<file path="config.mk">
export PLATFORM = sky130hd
export DESIGN_NAME = cspsl_top
export DESIGN_NICKNAME = d
export VERILOG_FILES = /design/src/hw/cspsl_pkg.sv /design/src/hw/cspsl_top.sv
export SDC_FILE = /design/constraint.sdc
export NUM_CORES = 1
export LEC_CHECK = 0
export ABC_AREA = 1
export BUFFER_PORTS_ARGS = -buffer_cell sky130_fd_sc_hd__buf_2
export CORE_MARGIN = 4
export CORE_UTILIZATION = 50
export CTS_CLUSTER_SIZE = 30
export DETAILED_ROUTE_END_ITERATION = 7
export GPL_TIMING_DRIVEN = 0
export PLACE_DENSITY_LB_ADDON = 0.05
export SLEW_MARGIN = 20
export SYNTH_ARGS = -nofsm -noshare
export SYNTH_HDL_FRONTEND = slang
export SYNTH_SLANG_ARGS = --single-unit
</file>
<file path="constraint.sdc">
create_clock -name i_clk -period 2.15 [get_ports i_clk]
set_input_delay 0.1075 -clock i_clk [delete_from_list [all_inputs] [get_ports i_clk]]
set_output_delay 0.1075 -clock i_clk [all_outputs]
set_load 0.03 [all_outputs]
</file>
<file path="src/hw/cspsl_pkg.sv">
// constants, types and register map of the clock select, prescale and sleep block
// What this block does
// - source code 00 internal 8 MHz, 01 128 kHz watchdog osc, 10 external, 11 reserved.
// - source changes at run time without any glitch on the main clock.
// - source write counts only within four instruction cycles after the unlock signature.
// - divide write counts only within four instruction cycles after the unlock signature.
// - system clock is main clock over two to the divide code, codes 0 to 8.
// - divide code resets to 0011, divide by 8.
// - upper four bits of the divide register read as zero.
// - divided system clock drives core and all synchronous peripherals together.
// - factory trim loads into the trim register at the first edge after reset release; software may overwrite.
// - trim value tunes oscillator monotonically, 00 lowest, FF highest.
// - sleep only on sleep instruction with arm bit set; mode field picks mode.
// - after wake core halts four cycles plus start-up, then runs handler.
// - state survives sleep; reset during sleep wakes to the reset vector.
// - idle stops core and memory clocks only; any enabled interrupt wakes.
// - noise reduction stops io, core, memory clocks; limited wake sources.
// - power-down stops oscillator and all clocks; few asynchronous wake sources.
// - standby is power-down with main oscillator kept running.
// - in deep modes irq zero wakes by level only, two-wire by address match only.
// - converter enabled at idle or noise-reduction entry starts a conversion.
// - divide change never shows a faster intermediate clock; applies at period end.
// - power-down wake waits 6 main clock cycles; other modes add no delay.
// - sleep codes 011, 101, 110, 111 are reserved and enter no sleep.
package cspsl_pkg;
   localparam int AXI_ADDR_W = 12;
   // register indices, byte address is four times the index
   localparam logic [7:0] IDX_CLK_DIV = 8'h36;
   localparam logic [7:0] IDX_CLK_SRC = 8'h37;
   localparam logic [7:0] IDX_OSC_TRIM = 8'h39;
   localparam logic [7:0] IDX_CORE_CTRL = 8'h3A;
   localparam logic [7:0] IDX_CHANGE_PROTECT = 8'h3C;
   localparam logic [7:0] IDX_STATUS = 8'h3D;
   // field positions
   localparam int SRC_LSB = 0;
   localparam int DIV_LSB = 0;
   localparam int ARM_BIT = 0;
   localparam int MODE_LSB = 1;
   localparam int STAT_SRC_LSB = 0;
   localparam int STAT_DIV_LSB = 2;
   localparam int STAT_SLEEP_BIT = 6;
   localparam int STAT_WINDOW_BIT = 7;
   // reset values
   localparam logic [1:0] RST_CLK_SRC = 2'h0;
   localparam logic [3:0] RST_CLK_DIV = 4'h3;
   localparam logic [7:0] RST_OSC_TRIM = 8'h00;
   localparam logic [2:0] RST_MODE = 3'h0;
   // codes
   localparam logic [1:0] SRC_OSC8 = 2'h0;
   localparam logic [1:0] SRC_OSC128 = 2'h1;
   localparam logic [1:0] SRC_EXT = 2'h2;
   localparam logic [1:0] SRC_RESERVED = 2'h3;
   localparam logic [3:0] DIV_MAX = 4'h8;
   localparam logic [2:0] MODE_IDLE = 3'h0;
   localparam logic [2:0] MODE_NOISE = 3'h1;
   localparam logic [2:0] MODE_PDOWN = 3'h2;
   localparam logic [2:0] MODE_STANDBY = 3'h4;
   localparam logic [1:0] RESP_OKAY = 2'h0;
   localparam logic [1:0] RESP_SLVERR = 2'h2;
   // timing counts
   localparam logic [2:0] PROTECT_WINDOW_CYCLES = 3'h4;
   localparam logic [2:0] WAKE_HALT_CYCLES = 3'h4;
   localparam logic [2:0] OSC_START_CYCLES = 3'h6;

   typedef enum logic [1:0] {
      FSM_RUN,
      FSM_SLEEP,
      FSM_OSC_START,
      FSM_WAKE_HALT
   } cspsl_fsm_t;

   typedef struct packed {
      logic aw_held;
      logic [7:0] aw_idx;
      logic aw_bad;
      logic w_held;
      logic [7:0] w_data;
      logic w_strb0;
      logic bvalid;
      logic [1:0] bresp;
      logic rvalid;
      logic [7:0] rdata;
      logic [1:0] rresp;
      logic [1:0] src_sel;
      logic [1:0] src_active;
      logic src_switching;
      logic main_tick;
      logic [3:0] div_sel;
      logic [3:0] div_active;
      logic [7:0] div_cnt;
      logic sys_tick;
      logic [7:0] trim;
      logic trim_loaded;
      logic arm;
      logic [2:0] mode;
      logic [2:0] sleep_mode;
      logic [2:0] protect_cnt;
      cspsl_fsm_t fsm;
      logic [2:0] wait_cnt;
      logic adc_start;
      logic wake;
   } cspsl_state_t;
endpackage

</file>
<file path="src/hw/cspsl_top.sv">
// clock source select, system clock prescaler and sleep control with AXI4-Lite registers
//
// Chosen here: the AXI4-Lite interface to the registers.
`timescale 1ns/1ps
module cspsl_top #(
   parameter logic [7:0] UNLOCK_SIGNATURE = 8'hA5
) (
   // clock and reset
   input wire logic i_clk,
   input wire logic i_reset_n,
   // AXI4-Lite register slave
   input wire logic [cspsl_pkg::AXI_ADDR_W-1:0] i_s_axi_awaddr,
   input wire logic i_s_axi_awvalid,
   output logic o_s_axi_awready,
   input wire logic [31:0] i_s_axi_wdata,
   input wire logic [3:0] i_s_axi_wstrb,
   input wire logic i_s_axi_wvalid,
   output logic o_s_axi_wready,
   output logic [1:0] o_s_axi_bresp,
   output logic o_s_axi_bvalid,
   input wire logic i_s_axi_bready,
   input wire logic [cspsl_pkg::AXI_ADDR_W-1:0] i_s_axi_araddr,
   input wire logic i_s_axi_arvalid,
   output logic o_s_axi_arready,
   output logic [31:0] o_s_axi_rdata,
   output logic [1:0] o_s_axi_rresp,
   output logic o_s_axi_rvalid,
   input wire logic i_s_axi_rready,
   // source clock edges, one-cycle pulses
   input wire logic i_osc8_tick,
   input wire logic i_osc128_tick,
   input wire logic i_ext_tick,
   // factory trim byte from nonvolatile storage
   input wire logic [7:0] i_factory_trim,
   // core and converter side
   input wire logic i_sleep_exec,
   input wire logic i_adc_enabled,
   // wake sources, levels
   input wire logic i_wake_ext0_level,
   input wire logic i_wake_ext0_edge,
   input wire logic i_wake_pin_change,
   input wire logic i_wake_watchdog,
   input wire logic i_wake_twi_addr,
   input wire logic i_wake_twi_other,
   input wire logic i_wake_adc,
   input wire logic i_wake_other_io,
   // clocks and clock gates
   output logic o_main_tick,
   output logic o_sys_tick,
   output logic [7:0] o_osc_trim,
   output logic o_core_clk_en,
   output logic o_nvm_clk_en,
   output logic o_io_clk_en,
   output logic o_adc_clk_en,
   output logic o_main_src_en,
   output logic o_core_halt,
   output logic o_adc_start,
   output logic o_wake
);

   ////////////////////////////////////////////////////////////////////////////////
   // functions

   function automatic logic src_tick(input logic [1:0] sel, input logic t8, input logic t128,
                                     input logic text);
      logic r;
      r = 1'b0;
      unique case (sel)
         cspsl_pkg::SRC_OSC8: r = t8;
         cspsl_pkg::SRC_OSC128: r = t128;
         cspsl_pkg::SRC_EXT: r = text;
         cspsl_pkg::SRC_RESERVED: r = 1'b0;
      endcase
      return r;
   endfunction

   function automatic logic [7:0] div_mask(input logic [3:0] code);
      logic [8:0] m;
      m = (9'h001 << code) - 9'h001;
      return m[7:0];
   endfunction

   function automatic logic mode_valid(input logic [2:0] m);
      return (m == cspsl_pkg::MODE_IDLE) || (m == cspsl_pkg::MODE_NOISE) ||
             (m == cspsl_pkg::MODE_PDOWN) || (m == cspsl_pkg::MODE_STANDBY);
   endfunction

   ////////////////////////////////////////////////////////////////////////////////
   // state

   cspsl_pkg::cspsl_state_t s_q;
   cspsl_pkg::cspsl_state_t s_d;
   logic old_tick;
   logic new_tick;
   logic src_en;
   logic main_tick;
   logic wake_hit;
   logic do_write;
   logic window_open;
   logic [cspsl_pkg::AXI_ADDR_W-1:0] ar_addr;
   logic [7:0] ar_idx;
   logic ar_bad;
   logic [7:0] rd_val;
   logic [7:0] status;
   logic deep;

   assign ar_addr = i_s_axi_araddr;
   assign ar_idx = ar_addr[9:2];
   assign ar_bad = |ar_addr[cspsl_pkg::AXI_ADDR_W-1:10];
   assign window_open = s_q.protect_cnt != 3'h0;
   assign deep = s_q.sleep_mode != cspsl_pkg::MODE_IDLE;

   ////////////////////////////////////////////////////////////////////////////////
   // next state

   always_comb begin
      s_d = s_q;
      s_d.adc_start = 1'b0;
      s_d.wake = 1'b0;
      s_d.sys_tick = 1'b0;
      old_tick = src_tick(s_q.src_active, i_osc8_tick, i_osc128_tick, i_ext_tick);
      new_tick = src_tick(s_q.src_sel, i_osc8_tick, i_osc128_tick, i_ext_tick);
      // oscillator off only in power-down sleep
      src_en = !((s_q.fsm == cspsl_pkg::FSM_SLEEP) &&
                 (s_q.sleep_mode == cspsl_pkg::MODE_PDOWN));

      // finish the old period, then hold low until the new source's edge
      main_tick = 1'b0;
      if (s_q.src_sel == s_q.src_active) begin
         main_tick = old_tick && src_en;
         s_d.src_switching = 1'b0;
      end else if (!s_q.src_switching) begin
         main_tick = old_tick && src_en;
         if (old_tick && src_en) begin
            s_d.src_switching = 1'b1;
         end
      end else if (new_tick && src_en) begin
         main_tick = 1'b1;
         s_d.src_active = s_q.src_sel;
         s_d.src_switching = 1'b0;
      end
      s_d.main_tick = main_tick;

      // ripple prescaler; new factor only at a period boundary
      if (main_tick) begin
         if ((s_q.div_cnt & div_mask(s_q.div_active)) == div_mask(s_q.div_active)) begin
            s_d.div_cnt = 8'h00;
            s_d.sys_tick = 1'b1;
            s_d.div_active = s_q.div_sel;
         end else begin
            s_d.div_cnt = s_q.div_cnt + 8'h01;
         end
      end

      // protection window, counted in system cycles
      if (s_q.sys_tick && window_open) begin
         s_d.protect_cnt = s_q.protect_cnt - 3'h1;
      end

      // factory trim loaded at the first edge after reset release
      if (!s_q.trim_loaded) begin
         s_d.trim = i_factory_trim;
         s_d.trim_loaded = 1'b1;
      end

      // AXI write channels, taken in either order
      if (i_s_axi_awvalid && !s_q.aw_held) begin
         s_d.aw_held = 1'b1;
         s_d.aw_idx = i_s_axi_awaddr[9:2];
         s_d.aw_bad = |i_s_axi_awaddr[cspsl_pkg::AXI_ADDR_W-1:10];
      end
      if (i_s_axi_wvalid && !s_q.w_held) begin
         s_d.w_held = 1'b1;
         s_d.w_data = i_s_axi_wdata[7:0];
         s_d.w_strb0 = i_s_axi_wstrb[0];
      end
      if (s_q.bvalid && i_s_axi_bready) begin
         s_d.bvalid = 1'b0;
      end
      do_write = s_q.aw_held && s_q.w_held && !s_q.bvalid;
      if (do_write) begin
         s_d.aw_held = 1'b0;
         s_d.w_held = 1'b0;
         s_d.bvalid = 1'b1;
         s_d.bresp = cspsl_pkg::RESP_OKAY;
         if (s_q.aw_bad) begin
            s_d.bresp = cspsl_pkg::RESP_SLVERR;
         end else begin
            unique case (s_q.aw_idx)
               cspsl_pkg::IDX_CLK_SRC: begin
                  if (s_q.w_strb0 && window_open) begin
                     s_d.protect_cnt = 3'h0;
                     if (s_q.w_data[cspsl_pkg::SRC_LSB +: 2] != cspsl_pkg::SRC_RESERVED) begin
                        s_d.src_sel = s_q.w_data[cspsl_pkg::SRC_LSB +: 2];
                     end
                  end
               end
               cspsl_pkg::IDX_CLK_DIV: begin
                  if (s_q.w_strb0 && window_open) begin
                     s_d.protect_cnt = 3'h0;
                     if (s_q.w_data[cspsl_pkg::DIV_LSB +: 4] <= cspsl_pkg::DIV_MAX) begin
                        s_d.div_sel = s_q.w_data[cspsl_pkg::DIV_LSB +: 4];
                     end
                  end
               end
               cspsl_pkg::IDX_OSC_TRIM: begin
                  if (s_q.w_strb0 && s_q.trim_loaded) begin
                     s_d.trim = s_q.w_data;
                  end
               end
               cspsl_pkg::IDX_CORE_CTRL: begin
                  if (s_q.w_strb0) begin
                     s_d.arm = s_q.w_data[cspsl_pkg::ARM_BIT];
                     s_d.mode = s_q.w_data[cspsl_pkg::MODE_LSB +: 3];
                  end
               end
               cspsl_pkg::IDX_CHANGE_PROTECT: begin
                  if (s_q.w_strb0 && (s_q.w_data == UNLOCK_SIGNATURE)) begin
                     s_d.protect_cnt = cspsl_pkg::PROTECT_WINDOW_CYCLES;
                  end
               end
               cspsl_pkg::IDX_STATUS: begin
               end
               default: begin
                  s_d.bresp = cspsl_pkg::RESP_SLVERR;
               end
            endcase
         end
      end

      // AXI read channel
      status = 8'h00;
      status[cspsl_pkg::STAT_SRC_LSB +: 2] = s_q.src_active;
      status[cspsl_pkg::STAT_DIV_LSB +: 4] = s_q.div_active;
      status[cspsl_pkg::STAT_SLEEP_BIT] = s_q.fsm != cspsl_pkg::FSM_RUN;
      status[cspsl_pkg::STAT_WINDOW_BIT] = window_open;
      rd_val = 8'h00;
      unique case (ar_idx)
         cspsl_pkg::IDX_CLK_SRC: rd_val = {6'h00, s_q.src_sel};
         cspsl_pkg::IDX_CLK_DIV: rd_val = {4'h0, s_q.div_sel};
         cspsl_pkg::IDX_OSC_TRIM: rd_val = s_q.trim;
         cspsl_pkg::IDX_CORE_CTRL: rd_val = {4'h0, s_q.mode, s_q.arm};
         cspsl_pkg::IDX_CHANGE_PROTECT: rd_val = 8'h00;
         cspsl_pkg::IDX_STATUS: rd_val = status;
         default: rd_val = 8'h00;
      endcase
      if (s_q.rvalid && i_s_axi_rready) begin
         s_d.rvalid = 1'b0;
      end
      if (i_s_axi_arvalid && !s_q.rvalid) begin
         s_d.rvalid = 1'b1;
         s_d.rdata = rd_val;
         s_d.rresp = cspsl_pkg::RESP_OKAY;
         if (ar_bad || !((ar_idx == cspsl_pkg::IDX_CLK_SRC) ||
                         (ar_idx == cspsl_pkg::IDX_CLK_DIV) ||
                         (ar_idx == cspsl_pkg::IDX_OSC_TRIM) ||
                         (ar_idx == cspsl_pkg::IDX_CORE_CTRL) ||
                         (ar_idx == cspsl_pkg::IDX_CHANGE_PROTECT) ||
                         (ar_idx == cspsl_pkg::IDX_STATUS))) begin
            s_d.rdata = 8'h00;
            s_d.rresp = cspsl_pkg::RESP_SLVERR;
         end
      end

      // wake qualification by the mode entered
      if (s_q.sleep_mode == cspsl_pkg::MODE_IDLE) begin
         wake_hit = i_wake_ext0_level || i_wake_ext0_edge || i_wake_pin_change ||
                    i_wake_watchdog || i_wake_twi_addr || i_wake_twi_other ||
                    i_wake_adc || i_wake_other_io;
      end else if (s_q.sleep_mode == cspsl_pkg::MODE_NOISE) begin
         wake_hit = i_wake_ext0_level || i_wake_pin_change || i_wake_watchdog ||
                    i_wake_twi_addr || i_wake_adc;
      end else begin
         wake_hit = i_wake_ext0_level || i_wake_pin_change || i_wake_watchdog ||
                    i_wake_twi_addr;
      end

      // sleep sequencer; registers and memory are untouched by it
      unique case (s_q.fsm)
         cspsl_pkg::FSM_RUN: begin
            if (i_sleep_exec && s_q.arm && mode_valid(s_q.mode)) begin
               s_d.fsm = cspsl_pkg::FSM_SLEEP;
               s_d.sleep_mode = s_q.mode;
               s_d.adc_start = i_adc_enabled && ((s_q.mode == cspsl_pkg::MODE_IDLE) ||
                                                 (s_q.mode == cspsl_pkg::MODE_NOISE));
            end
         end
         cspsl_pkg::FSM_SLEEP: begin
            if (wake_hit) begin
               s_d.wait_cnt = 3'h0;
               if (s_q.sleep_mode == cspsl_pkg::MODE_PDOWN) begin
                  s_d.fsm = cspsl_pkg::FSM_OSC_START;
               end else begin
                  s_d.fsm = cspsl_pkg::FSM_WAKE_HALT;
               end
            end
         end
         cspsl_pkg::FSM_OSC_START: begin
            if (main_tick) begin
               if (s_q.wait_cnt == cspsl_pkg::OSC_START_CYCLES - 3'h1) begin
                  s_d.wait_cnt = 3'h0;
                  s_d.fsm = cspsl_pkg::FSM_WAKE_HALT;
               end else begin
                  s_d.wait_cnt = s_q.wait_cnt + 3'h1;
               end
            end
         end
         cspsl_pkg::FSM_WAKE_HALT: begin
            if (s_q.sys_tick) begin
               if (s_q.wait_cnt == cspsl_pkg::WAKE_HALT_CYCLES - 3'h1) begin
                  s_d.wait_cnt = 3'h0;
                  s_d.fsm = cspsl_pkg::FSM_RUN;
                  s_d.wake = 1'b1;
               end else begin
                  s_d.wait_cnt = s_q.wait_cnt + 3'h1;
               end
            end
         end
      endcase
   end

   ////////////////////////////////////////////////////////////////////////////////
   // registers

   always_ff @(posedge i_clk or negedge i_reset_n) begin
      if (!i_reset_n) begin
         s_q <= '0;
         s_q.src_sel <= cspsl_pkg::RST_CLK_SRC;
         s_q.src_active <= cspsl_pkg::RST_CLK_SRC;
         s_q.div_sel <= cspsl_pkg::RST_CLK_DIV;
         s_q.div_active <= cspsl_pkg::RST_CLK_DIV;
         s_q.trim <= cspsl_pkg::RST_OSC_TRIM;
         s_q.mode <= cspsl_pkg::RST_MODE;
         s_q.sleep_mode <= cspsl_pkg::RST_MODE;
         s_q.fsm <= cspsl_pkg::FSM_RUN;
      end else begin
         s_q <= s_d;
      end
   end

   ////////////////////////////////////////////////////////////////////////////////
   // outputs

   assign o_s_axi_awready = !s_q.aw_held;
   assign o_s_axi_wready = !s_q.w_held;
   assign o_s_axi_bvalid = s_q.bvalid;
   assign o_s_axi_bresp = s_q.bresp;
   assign o_s_axi_arready = !s_q.rvalid;
   assign o_s_axi_rvalid = s_q.rvalid;
   assign o_s_axi_rdata = {24'h000000, s_q.rdata};
   assign o_s_axi_rresp = s_q.rresp;
   assign o_main_tick = s_q.main_tick;
   assign o_sys_tick = s_q.sys_tick;
   assign o_osc_trim = s_q.trim;
   assign o_core_clk_en = s_q.fsm == cspsl_pkg::FSM_RUN;
   assign o_nvm_clk_en = (s_q.fsm == cspsl_pkg::FSM_RUN) ||
                         (s_q.fsm == cspsl_pkg::FSM_WAKE_HALT);
   assign o_io_clk_en = (s_q.fsm == cspsl_pkg::FSM_RUN) ||
                        (s_q.fsm == cspsl_pkg::FSM_WAKE_HALT) ||
                        ((s_q.fsm == cspsl_pkg::FSM_SLEEP) && !deep);
   assign o_adc_clk_en = (s_q.fsm == cspsl_pkg::FSM_RUN) ||
                         (s_q.fsm == cspsl_pkg::FSM_WAKE_HALT) ||
                         ((s_q.fsm == cspsl_pkg::FSM_SLEEP) &&
                          ((s_q.sleep_mode == cspsl_pkg::MODE_IDLE) ||
                           (s_q.sleep_mode == cspsl_pkg::MODE_NOISE)));
   assign o_main_src_en = !((s_q.fsm == cspsl_pkg::FSM_SLEEP) &&
                            (s_q.sleep_mode == cspsl_pkg::MODE_PDOWN));
   assign o_core_halt = s_q.fsm != cspsl_pkg::FSM_RUN;
   assign o_adc_start = s_q.adc_start;
   assign o_wake = s_q.wake;

endmodule // cspsl_top

</file>
==> results of run 1 <==
## cell type report
cell class | count | area [um^2] | share of cell area [%]
multi-input combinational | 452 | 2240 | 37.7
sequential | 81 | 2030 | 34.1
timing repair buffer | 110 | 676 | 11.3
buffer | 51 | 369 | 6.19
inverter | 77 | 289 | 4.85
tap | 129 | 161 | 2.71
clock buffer | 10 | 138 | 2.31
clock inverter | 6 | 50.0 | 0.840
## kinds of logic (layout without fill, tap and decap cells)
family / after synthesis / after routing / share of synthesized area [%]
AOI/OAI and AO/OA: 65 / 65 / 7.78
xor gates and xnor gates: 8 / 8 / 1.45
adders and majority gates: 12 / 12 / 3.10
buffers and inverters: 128 / 254 / 13.6
DFF: 81 / 81 / 42.0
muxes: 1 / 1 / 0.207
other: 2 / 27 / 0.155
and+or+nand+nor: 339 / 339 / 31.7
## cells in the final DEF, fill, tap and decap left out, types with 2 or more instances in the layout
master / Yosys / final
ha_1: 12 / 12
o211ai_1: 2 / 2
nand3_1: 48 / 48
nand3_2: 6 / 6
nor2_1: 44 / 44
nand2_2: 3 / 3
nor3_1: 9 / 9
nor2_2: 2 / 2
clkbuf_1: 4 / 4
nor2_4: 5 / 5
conb_1: 2 / 27
dfrtp_1: 77 / 77
dlygate4sd3_1: 0 / 20
nand4_1: 21 / 21
o21ai_2: 8 / 8
inv_1: 74 / 74
dfstp_2: 4 / 4
buf_4: 45 / 46
inv_2: 3 / 3
a21oi_1: 15 / 15
xor2_1: 7 / 7
clkbuf_8: 0 / 10
inv_6: 0 / 2
o21ai_0: 35 / 35
buf_2: 1 / 89
nand2_1: 193 / 193
nand4_2: 2 / 2
## cell usage after synthesis, types with 2 or more instances
| master | number | share of area [%] |
|---|---|---|
| nand2_1 | 193 | 15 |
| dfrtp_1 | 77 | 40 |
| inv_1 | 74 | 5.7 |
| nand3_1 | 48 | 5.0 |
| buf_4 | 45 | 7.0 |
| nor2_1 | 44 | 3.4 |
| o21ai_0 | 35 | 3.6 |
| nand4_1 | 21 | 2.7 |
| a21oi_1 | 15 | 1.6 |
| ha_1 | 12 | 3.1 |
| nor3_1 | 9 | 0.93 |
| o21ai_2 | 8 | 1.4 |
| xor2_1 | 7 | 1.3 |
| nand3_2 | 6 | 1.2 |
| nor2_4 | 5 | 1.2 |
| clkbuf_1 | 4 | 0.31 |
| dfstp_2 | 4 | 2.2 |
| inv_2 | 3 | 0.23 |
| nand2_2 | 3 | 0.39 |
| conb_1 | 2 | 0.16 |
| nand4_2 | 2 | 0.52 |
| nor2_2 | 2 | 0.26 |
| o211ai_1 | 2 | 0.31 |
## registers in the layout (all words and copies together) (netlist names)
name	count
o_s_axi_rvalid	1
o_s_axi_rresp	1
o_s_axi_bresp	1
o_wake	1
o_main_tick	1
o_s_axi_rdata	8
o_s_axi_bvalid	1
s_q	57
o_adc_start	1
o_sys_tick	1
o_osc_trim	8
## how the worst max path moves through the flow
stage / from / end / slack (ns) / cells past startpoint
after global routing: s_q[38] / s_q[37] / 0.13 / 10
after CTS: s_q[38] / s_q[37] / 0.28 / 10
after global placement: s_q[35] / s_q[37] / 0.32 / 9
final: s_q[38] / s_q[37] / 0.28 / 10
after floorplan: s_q[5] / s_q[10] / 0.42 / 6
after detailed placement: s_q[38] / s_q[37] / 0.30 / 10
## worst max-delay path, delay by kind of cell, from the launching register on
family | cells | cell delay, ns
adder cells (fa/ha/maj) | 1 | 0.28
flip-flops | 1 | 0.44
AO/OA/AOI/OAI | 1 | 0.08
AND/OR/NAND/NOR | 8 | 0.98
## metrics by stage
step	utilization, %	cell area (um^2)	total power [uW]
2_1_floorplan	-	4930	3890
3_3_place_gp	59.4	5540	4450
3_5_place_dp	59.7	5570	4540
4_1_cts	63.9	5960	5650
5_1_grt	63.9	5960	6050
6_report	63.9	5960	5630
## power breakdown
group / internal, uW / switching [uW] / leakage [uW] / total, uW
Sequential: 1890 / 303 / 0.00101 / 2190
Combinational: 754 / 1610 / 0.00220 / 2370
Clock: 467 / 602 / 0.0000952 / 1070
## metal layers
metal  track usage [%]  share of wire, %
met1              27.2                46
met2              33.7                47
met3              3.95               5.9
met4              4.81               1.2
met5                 0                 0
==> run_results.csv, run 1 <==
group,metric,value,unit
sta,min_period,1.87,ns
critical_path,crit_required,2.41,ns
die,die_w,106,um
critical_path,r2r_slack,0.28,ns
sta,hold_ws,0.0104,ns
run,cap_viol_max_count,0,
sta,hold_violations,0,
die,initial_core_util,51.9,%
yosys,ys_seq_area_share,42.0,%
sta,clock_skew,0.0111,ns
critical_path,crit_slowest_cell,"dfrtp_1",
grt,grt_max_degree,46,
clocking,cts_htree_levels,3,
clocking,ctsResizeCount,0,
critical_path,path_cells,"nor2_4, nand3_1, ha_1, o22ai_1, nor2_1, nand2_1, nor2_4, nand3_2, nand2_1, nand2_1",
clocking,clkLatencyLatePin,0.36,ns
yosys,synth.cell_area,4840,um^2
min_path,hold_end,"s_q[68]",
place,gp_congestion,0.907,
clocking,clk_pin_slew,0.09,ns
run_status,status,"completed",
yosys,synth_cell_types,38,
critical_path,crit_path_end_kind,"register",
grt,gr-total-overflow,0,
route,detail_route.wl_per_cell,12.2,um
route,final_antenna_net_count,0,
critical_path,r2r_end,"s_q[37]",
sta,rsz0062_at_grt,"no",
place,dp_cells,880,
route,drtIter0Drc,203,
cells_and_area,final_nets,882,
grt,track_usage,20.2,%
die,dieArea,11300,um^2
sta,tightestPinTransition,0.505,ns
critical_path,worstPathMaxFanout,7,
place,dpl.hpwl,8620,um
clocking,post-cts-setup-buffer-count,0,
min_path,hold_depth,3,
die,ios,147,
grt,antenna_found_initial,0,
sta,setup_ws,0.281,ns
yosys,yosysWarnings,0,
cells_and_area,synthToLayoutAreaGrowth,23.1,%
die,rows,35,
yosys,syn_inst,636,
cells_and_area,fillCellCount,854,
clocking,cts_tree,"yes",
yosys,synth_edf_count,0,
power_and_ir_drop,p_leak,0.00331,uW
critical_path,slowest_delay,0.44,ns
yosys,syn_area_per_cell,7.61,um^2
sta,slew_headroom,66.4,%
min_path,holdCritPathClass,"in2reg",
clocking,clk_root_buffer_cell,"clkbuf_8",
place,io_buffers,89,
grt,first_global_vias,4043,
route,drt_pre_antenna_iters,4,
clocking,max-clock-path-buffers,2,
clocking,numCtsBuffers,9,
clocking,postCtsHoldBufs,20,
power_and_ir_drop,peakVddDrop,0.649,mV
critical_path,r2r_start,"s_q[38]",
yosys,ys_seq_elements,81,
sta,max_freq,535,MHz
route,vias,4412,
critical_path,arrival,2.13,ns
cells_and_area,antenna_cells,0,
power_and_ir_drop,p_per_area,944,nW/um^2
sta,fin_tns_setup,0,ns
route,viasPerCell,4.82,
cells_and_area,drive_above_1_share,24.3,%
min_path,min_from,"i_s_axi_wdata[4]",
cells_and_area,instances_no_fill,916,
die,core_area,9330,um^2
critical_path,crit_type,"reg2reg",
critical_path,rr_worst_depth,10,
place,pre_cts_slack,0.303,ns
route,wl,11200,um
die,die_h,106,um
sta,slew_viol_final,0,
clocking,clock-sinks,81,
grt,grt_pass1_wl,18600,um
critical_path,crit_top_cell,"nand2_1",
critical_path,worst_setup_path_start_kind,"register",
route,route.detailed.drc,0,
sta,finalCritPeriodShare,86.9,%
yosys,synthFlopType,"dfrtp_1",
yosys,synth-async-reset-ratio,100,%
sta,setup_viol,0,
No activity file was read; power rests on OpenSTA's default activity.
==> run 2, diff against run 1 <==
--- a/config.mk
+++ b/config.mk
@@ -8,11 +8,11 @@
 export ABC_AREA = 1
 export BUFFER_PORTS_ARGS = -buffer_cell sky130_fd_sc_hd__buf_2
 export CORE_MARGIN = 4
-export CORE_UTILIZATION = 50
+export CORE_UTILIZATION = 43
 export CTS_CLUSTER_SIZE = 30
 export DETAILED_ROUTE_END_ITERATION = 7
 export GPL_TIMING_DRIVEN = 0
-export PLACE_DENSITY_LB_ADDON = 0.05
+export PLACE_DENSITY_LB_ADDON = 0.25
 export SLEW_MARGIN = 20
 export SYNTH_ARGS = -nofsm -noshare
 export SYNTH_HDL_FRONTEND = slang
==> run 2 against run 1 <==
- worst setup slack better by 0.0097 ns
- clock power up 67%
- fmax up 0.52%
- critical path depth down 1
- critical path type unchanged
- largest cell class unchanged
- highest routed layer unchanged
==> run_results.csv, run 2 (synthesis gave the netlist of run 1 again) <==
group,metric,value,unit
run,cap_viol_max_count,0,
critical_path,crit_top_cell,"nand2_1",
place,gp_congestion,0.896,
power_and_ir_drop,p_per_area,1040,nW/um^2
sta,fin_tns_setup,0,ns
sta,finalCritPeriodShare,86.5,%
power_and_ir_drop,comb_power_share,37.0,%
critical_path,r2r_start,"s_q[35]",
grt,grt_max_degree,47,
cells_and_area,final_nets,875,
critical_path,arrival,2.09,ns
cells_and_area,mostFrequentLayoutCells,"193 x nand2_1, 89 x buf_2, 77 x dfrtp_1",
cells_and_area,fillCellCount,1032,
power_and_ir_drop,sw_frac_of_total,39.9,%
min_path,holdCritPathClass,"in2reg",
critical_path,crit_path_end_kind,"register",
die,dieArea,13000,um^2
route,wl,11400,um
clocking,cts_htree_levels,3,
critical_path,crit_slowest_cell,"dfstp_2",
sta,clock_skew,0.0100,ns
route,drtIter0Drc,237,
grt,grt_pass1_wl,19100,um
route,drt_pre_antenna_iters,6,
cells_and_area,synthToLayoutAreaGrowth,25.2,%
power_and_ir_drop,p_sw,2520,uW
die,initial_core_util,44.3,%
clocking,clock-sinks,81,
die,rows,38,
grt,track_usage,18.1,%
route,viasPerCell,4.80,
power_and_ir_drop,peakVddDrop,0.630,mV
critical_path,path_cells,"nand3_1, ha_1, o22ai_1, nor2_1, nand2_1, nor2_4, nand3_2, nand2_1, nand2_1",
cells_and_area,top_register,"s_q",
route,detail_route.wl_per_cell,12.4,um
critical_path,slowest_delay,0.62,ns
place,io_buffers,89,
grt,met1_usage,24.5,%
clocking,post-cts-setup-buffer-count,0,
cells_and_area,drive_above_1_share,24.4,%
die,core_area,10900,um^2
critical_path,r2r_slack,0.29,ns
run_status,status,"completed",
clocking,numCtsBuffers,9,
sta,hold_violations,0,
power_and_ir_drop,p_leak,0.00335,uW
power_and_ir_drop,power.share.clock,28.3,%
critical_path,worstPathMaxFanout,6,
sta,hold_ws,0.0142,ns
grt,gr-total-overflow,0,
critical_path,cp-endpoint,"s_q[38]",
sta,min_period,1.86,ns
critical_path,rr_worst_depth,9,
critical_path,crit_start,"s_q[35]",
clocking,clkLatencyLatePin,0.34,ns
die,ios,147,
clocking,ctsResizeCount,0,
die,die_w,114,um
sta,slew_viol_final,0,
die,die_h,114,um
sta,rsz0062_at_grt,"no",
cells_and_area,instances_no_fill,920,
cells_and_area,layout_commonest_cell,"nand2_1",
sta,max_freq,538,MHz
clocking,cts_tree,"yes",
power_and_ir_drop,power.internal,3810,uW
cells_and_area,regArea,2030,um^2
grt,grt.met2_usage,30.1,%
route,final_antenna_net_count,0,
cells_and_area,final_util,55.4,%
grt,first_global_vias,4110,
clocking,clk_root_buffer_cell,"clkbuf_16",
place,dpl.hpwl,8790,um
cells_and_area,largest_reg_flops,57,
sta,setup_viol,0,
grt,busiest_layer,"met2",
critical_path,worst_setup_path_start_kind,"register",
cells_and_area,multi_input_area,2240,um^2
critical_path,crit_required,2.38,ns
critical_path,crit_type,"reg2reg",
grt,antenna_found_initial,0,
route,route.detailed.drc,0,
place,dp_cells,891,
clocking,max-clock-path-buffers,2,
clocking,clk_pin_slew,0.06,ns
cells_and_area,antenna_cells,0,
critical_path,r2r_end,"s_q[38]",
route,vias,4418,
power_and_ir_drop,sequentialPowerShare,34.6,%
grt,use_met3,2.33,%
run 2: repair_timing:
item,in CTS,in global routing
hold buffers,13,0
setup endpoints to repair,0,0
hold endpoints to repair,44,0
run 2: worst min path at each step:
stage,start,to,cells past startpoint
6_report,i_s_axi_wdata[6],s_q[70],3
3_3_place_gp,i_s_axi_bready,o_s_axi_bvalid,2
2_1_floorplan,i_reset_n,o_adc_start,0
3_5_place_dp,i_reset_n,s_q[2],1
4_1_cts,i_s_axi_wdata[5],s_q[69],3
5_1_grt,i_s_axi_wdata[5],s_q[69],3
run 2: stage by stage:
stage	power (uW)	cell area [um^2]	worst slack, ns
final	6330	6060	0.291
after global placement	4440	5560	0.325
after floorplan	3890	4930	0.416
after global routing	6750	6060	0.0882
after CTS	6360	6060	0.279
after detailed placement	4540	5590	0.282
run 2: critical path, delay by kind of cell, from the launching register on:
family,cells,cell delay (ns)
compound gates,1,0.08
flops,1,0.62
fa+ha+maj,1,0.28
simple gates,7,0.77
run 2: layout make-up:
| class | count | share of cell area [%] |
|---|---|---|
| multi-input combinational | 452 | 37.0 |
| sequential | 81 | 33.5 |
| timing repair buffer | 103 | 9.99 |
| buffer | 51 | 6.09 |
| inverter | 77 | 4.77 |
| clock buffer | 11 | 4.00 |
| tap | 140 | 2.89 |
| clock inverter | 5 | 1.71 |
run 2: power groups by stage:
stage | combinational (uW) | sequential [uW] | clock, uW
after floorplan | 1690 | 2200 | 0
after global placement | 2250 | 2200 | 0
after detailed placement | 2330 | 2210 | 0
after CTS | 2360 | 2190 | 1820
after global routing | 2630 | 2240 | 1890
final | 2340 | 2190 | 1790
run 2: per-layer routing:
layer / wire length, um / vias to the layer above
li1: - / 2239
met1: 5270 / 2042
met3: 618 / 10
met5: 0 / -
met4: 129 / 0
met2: 5420 / 127
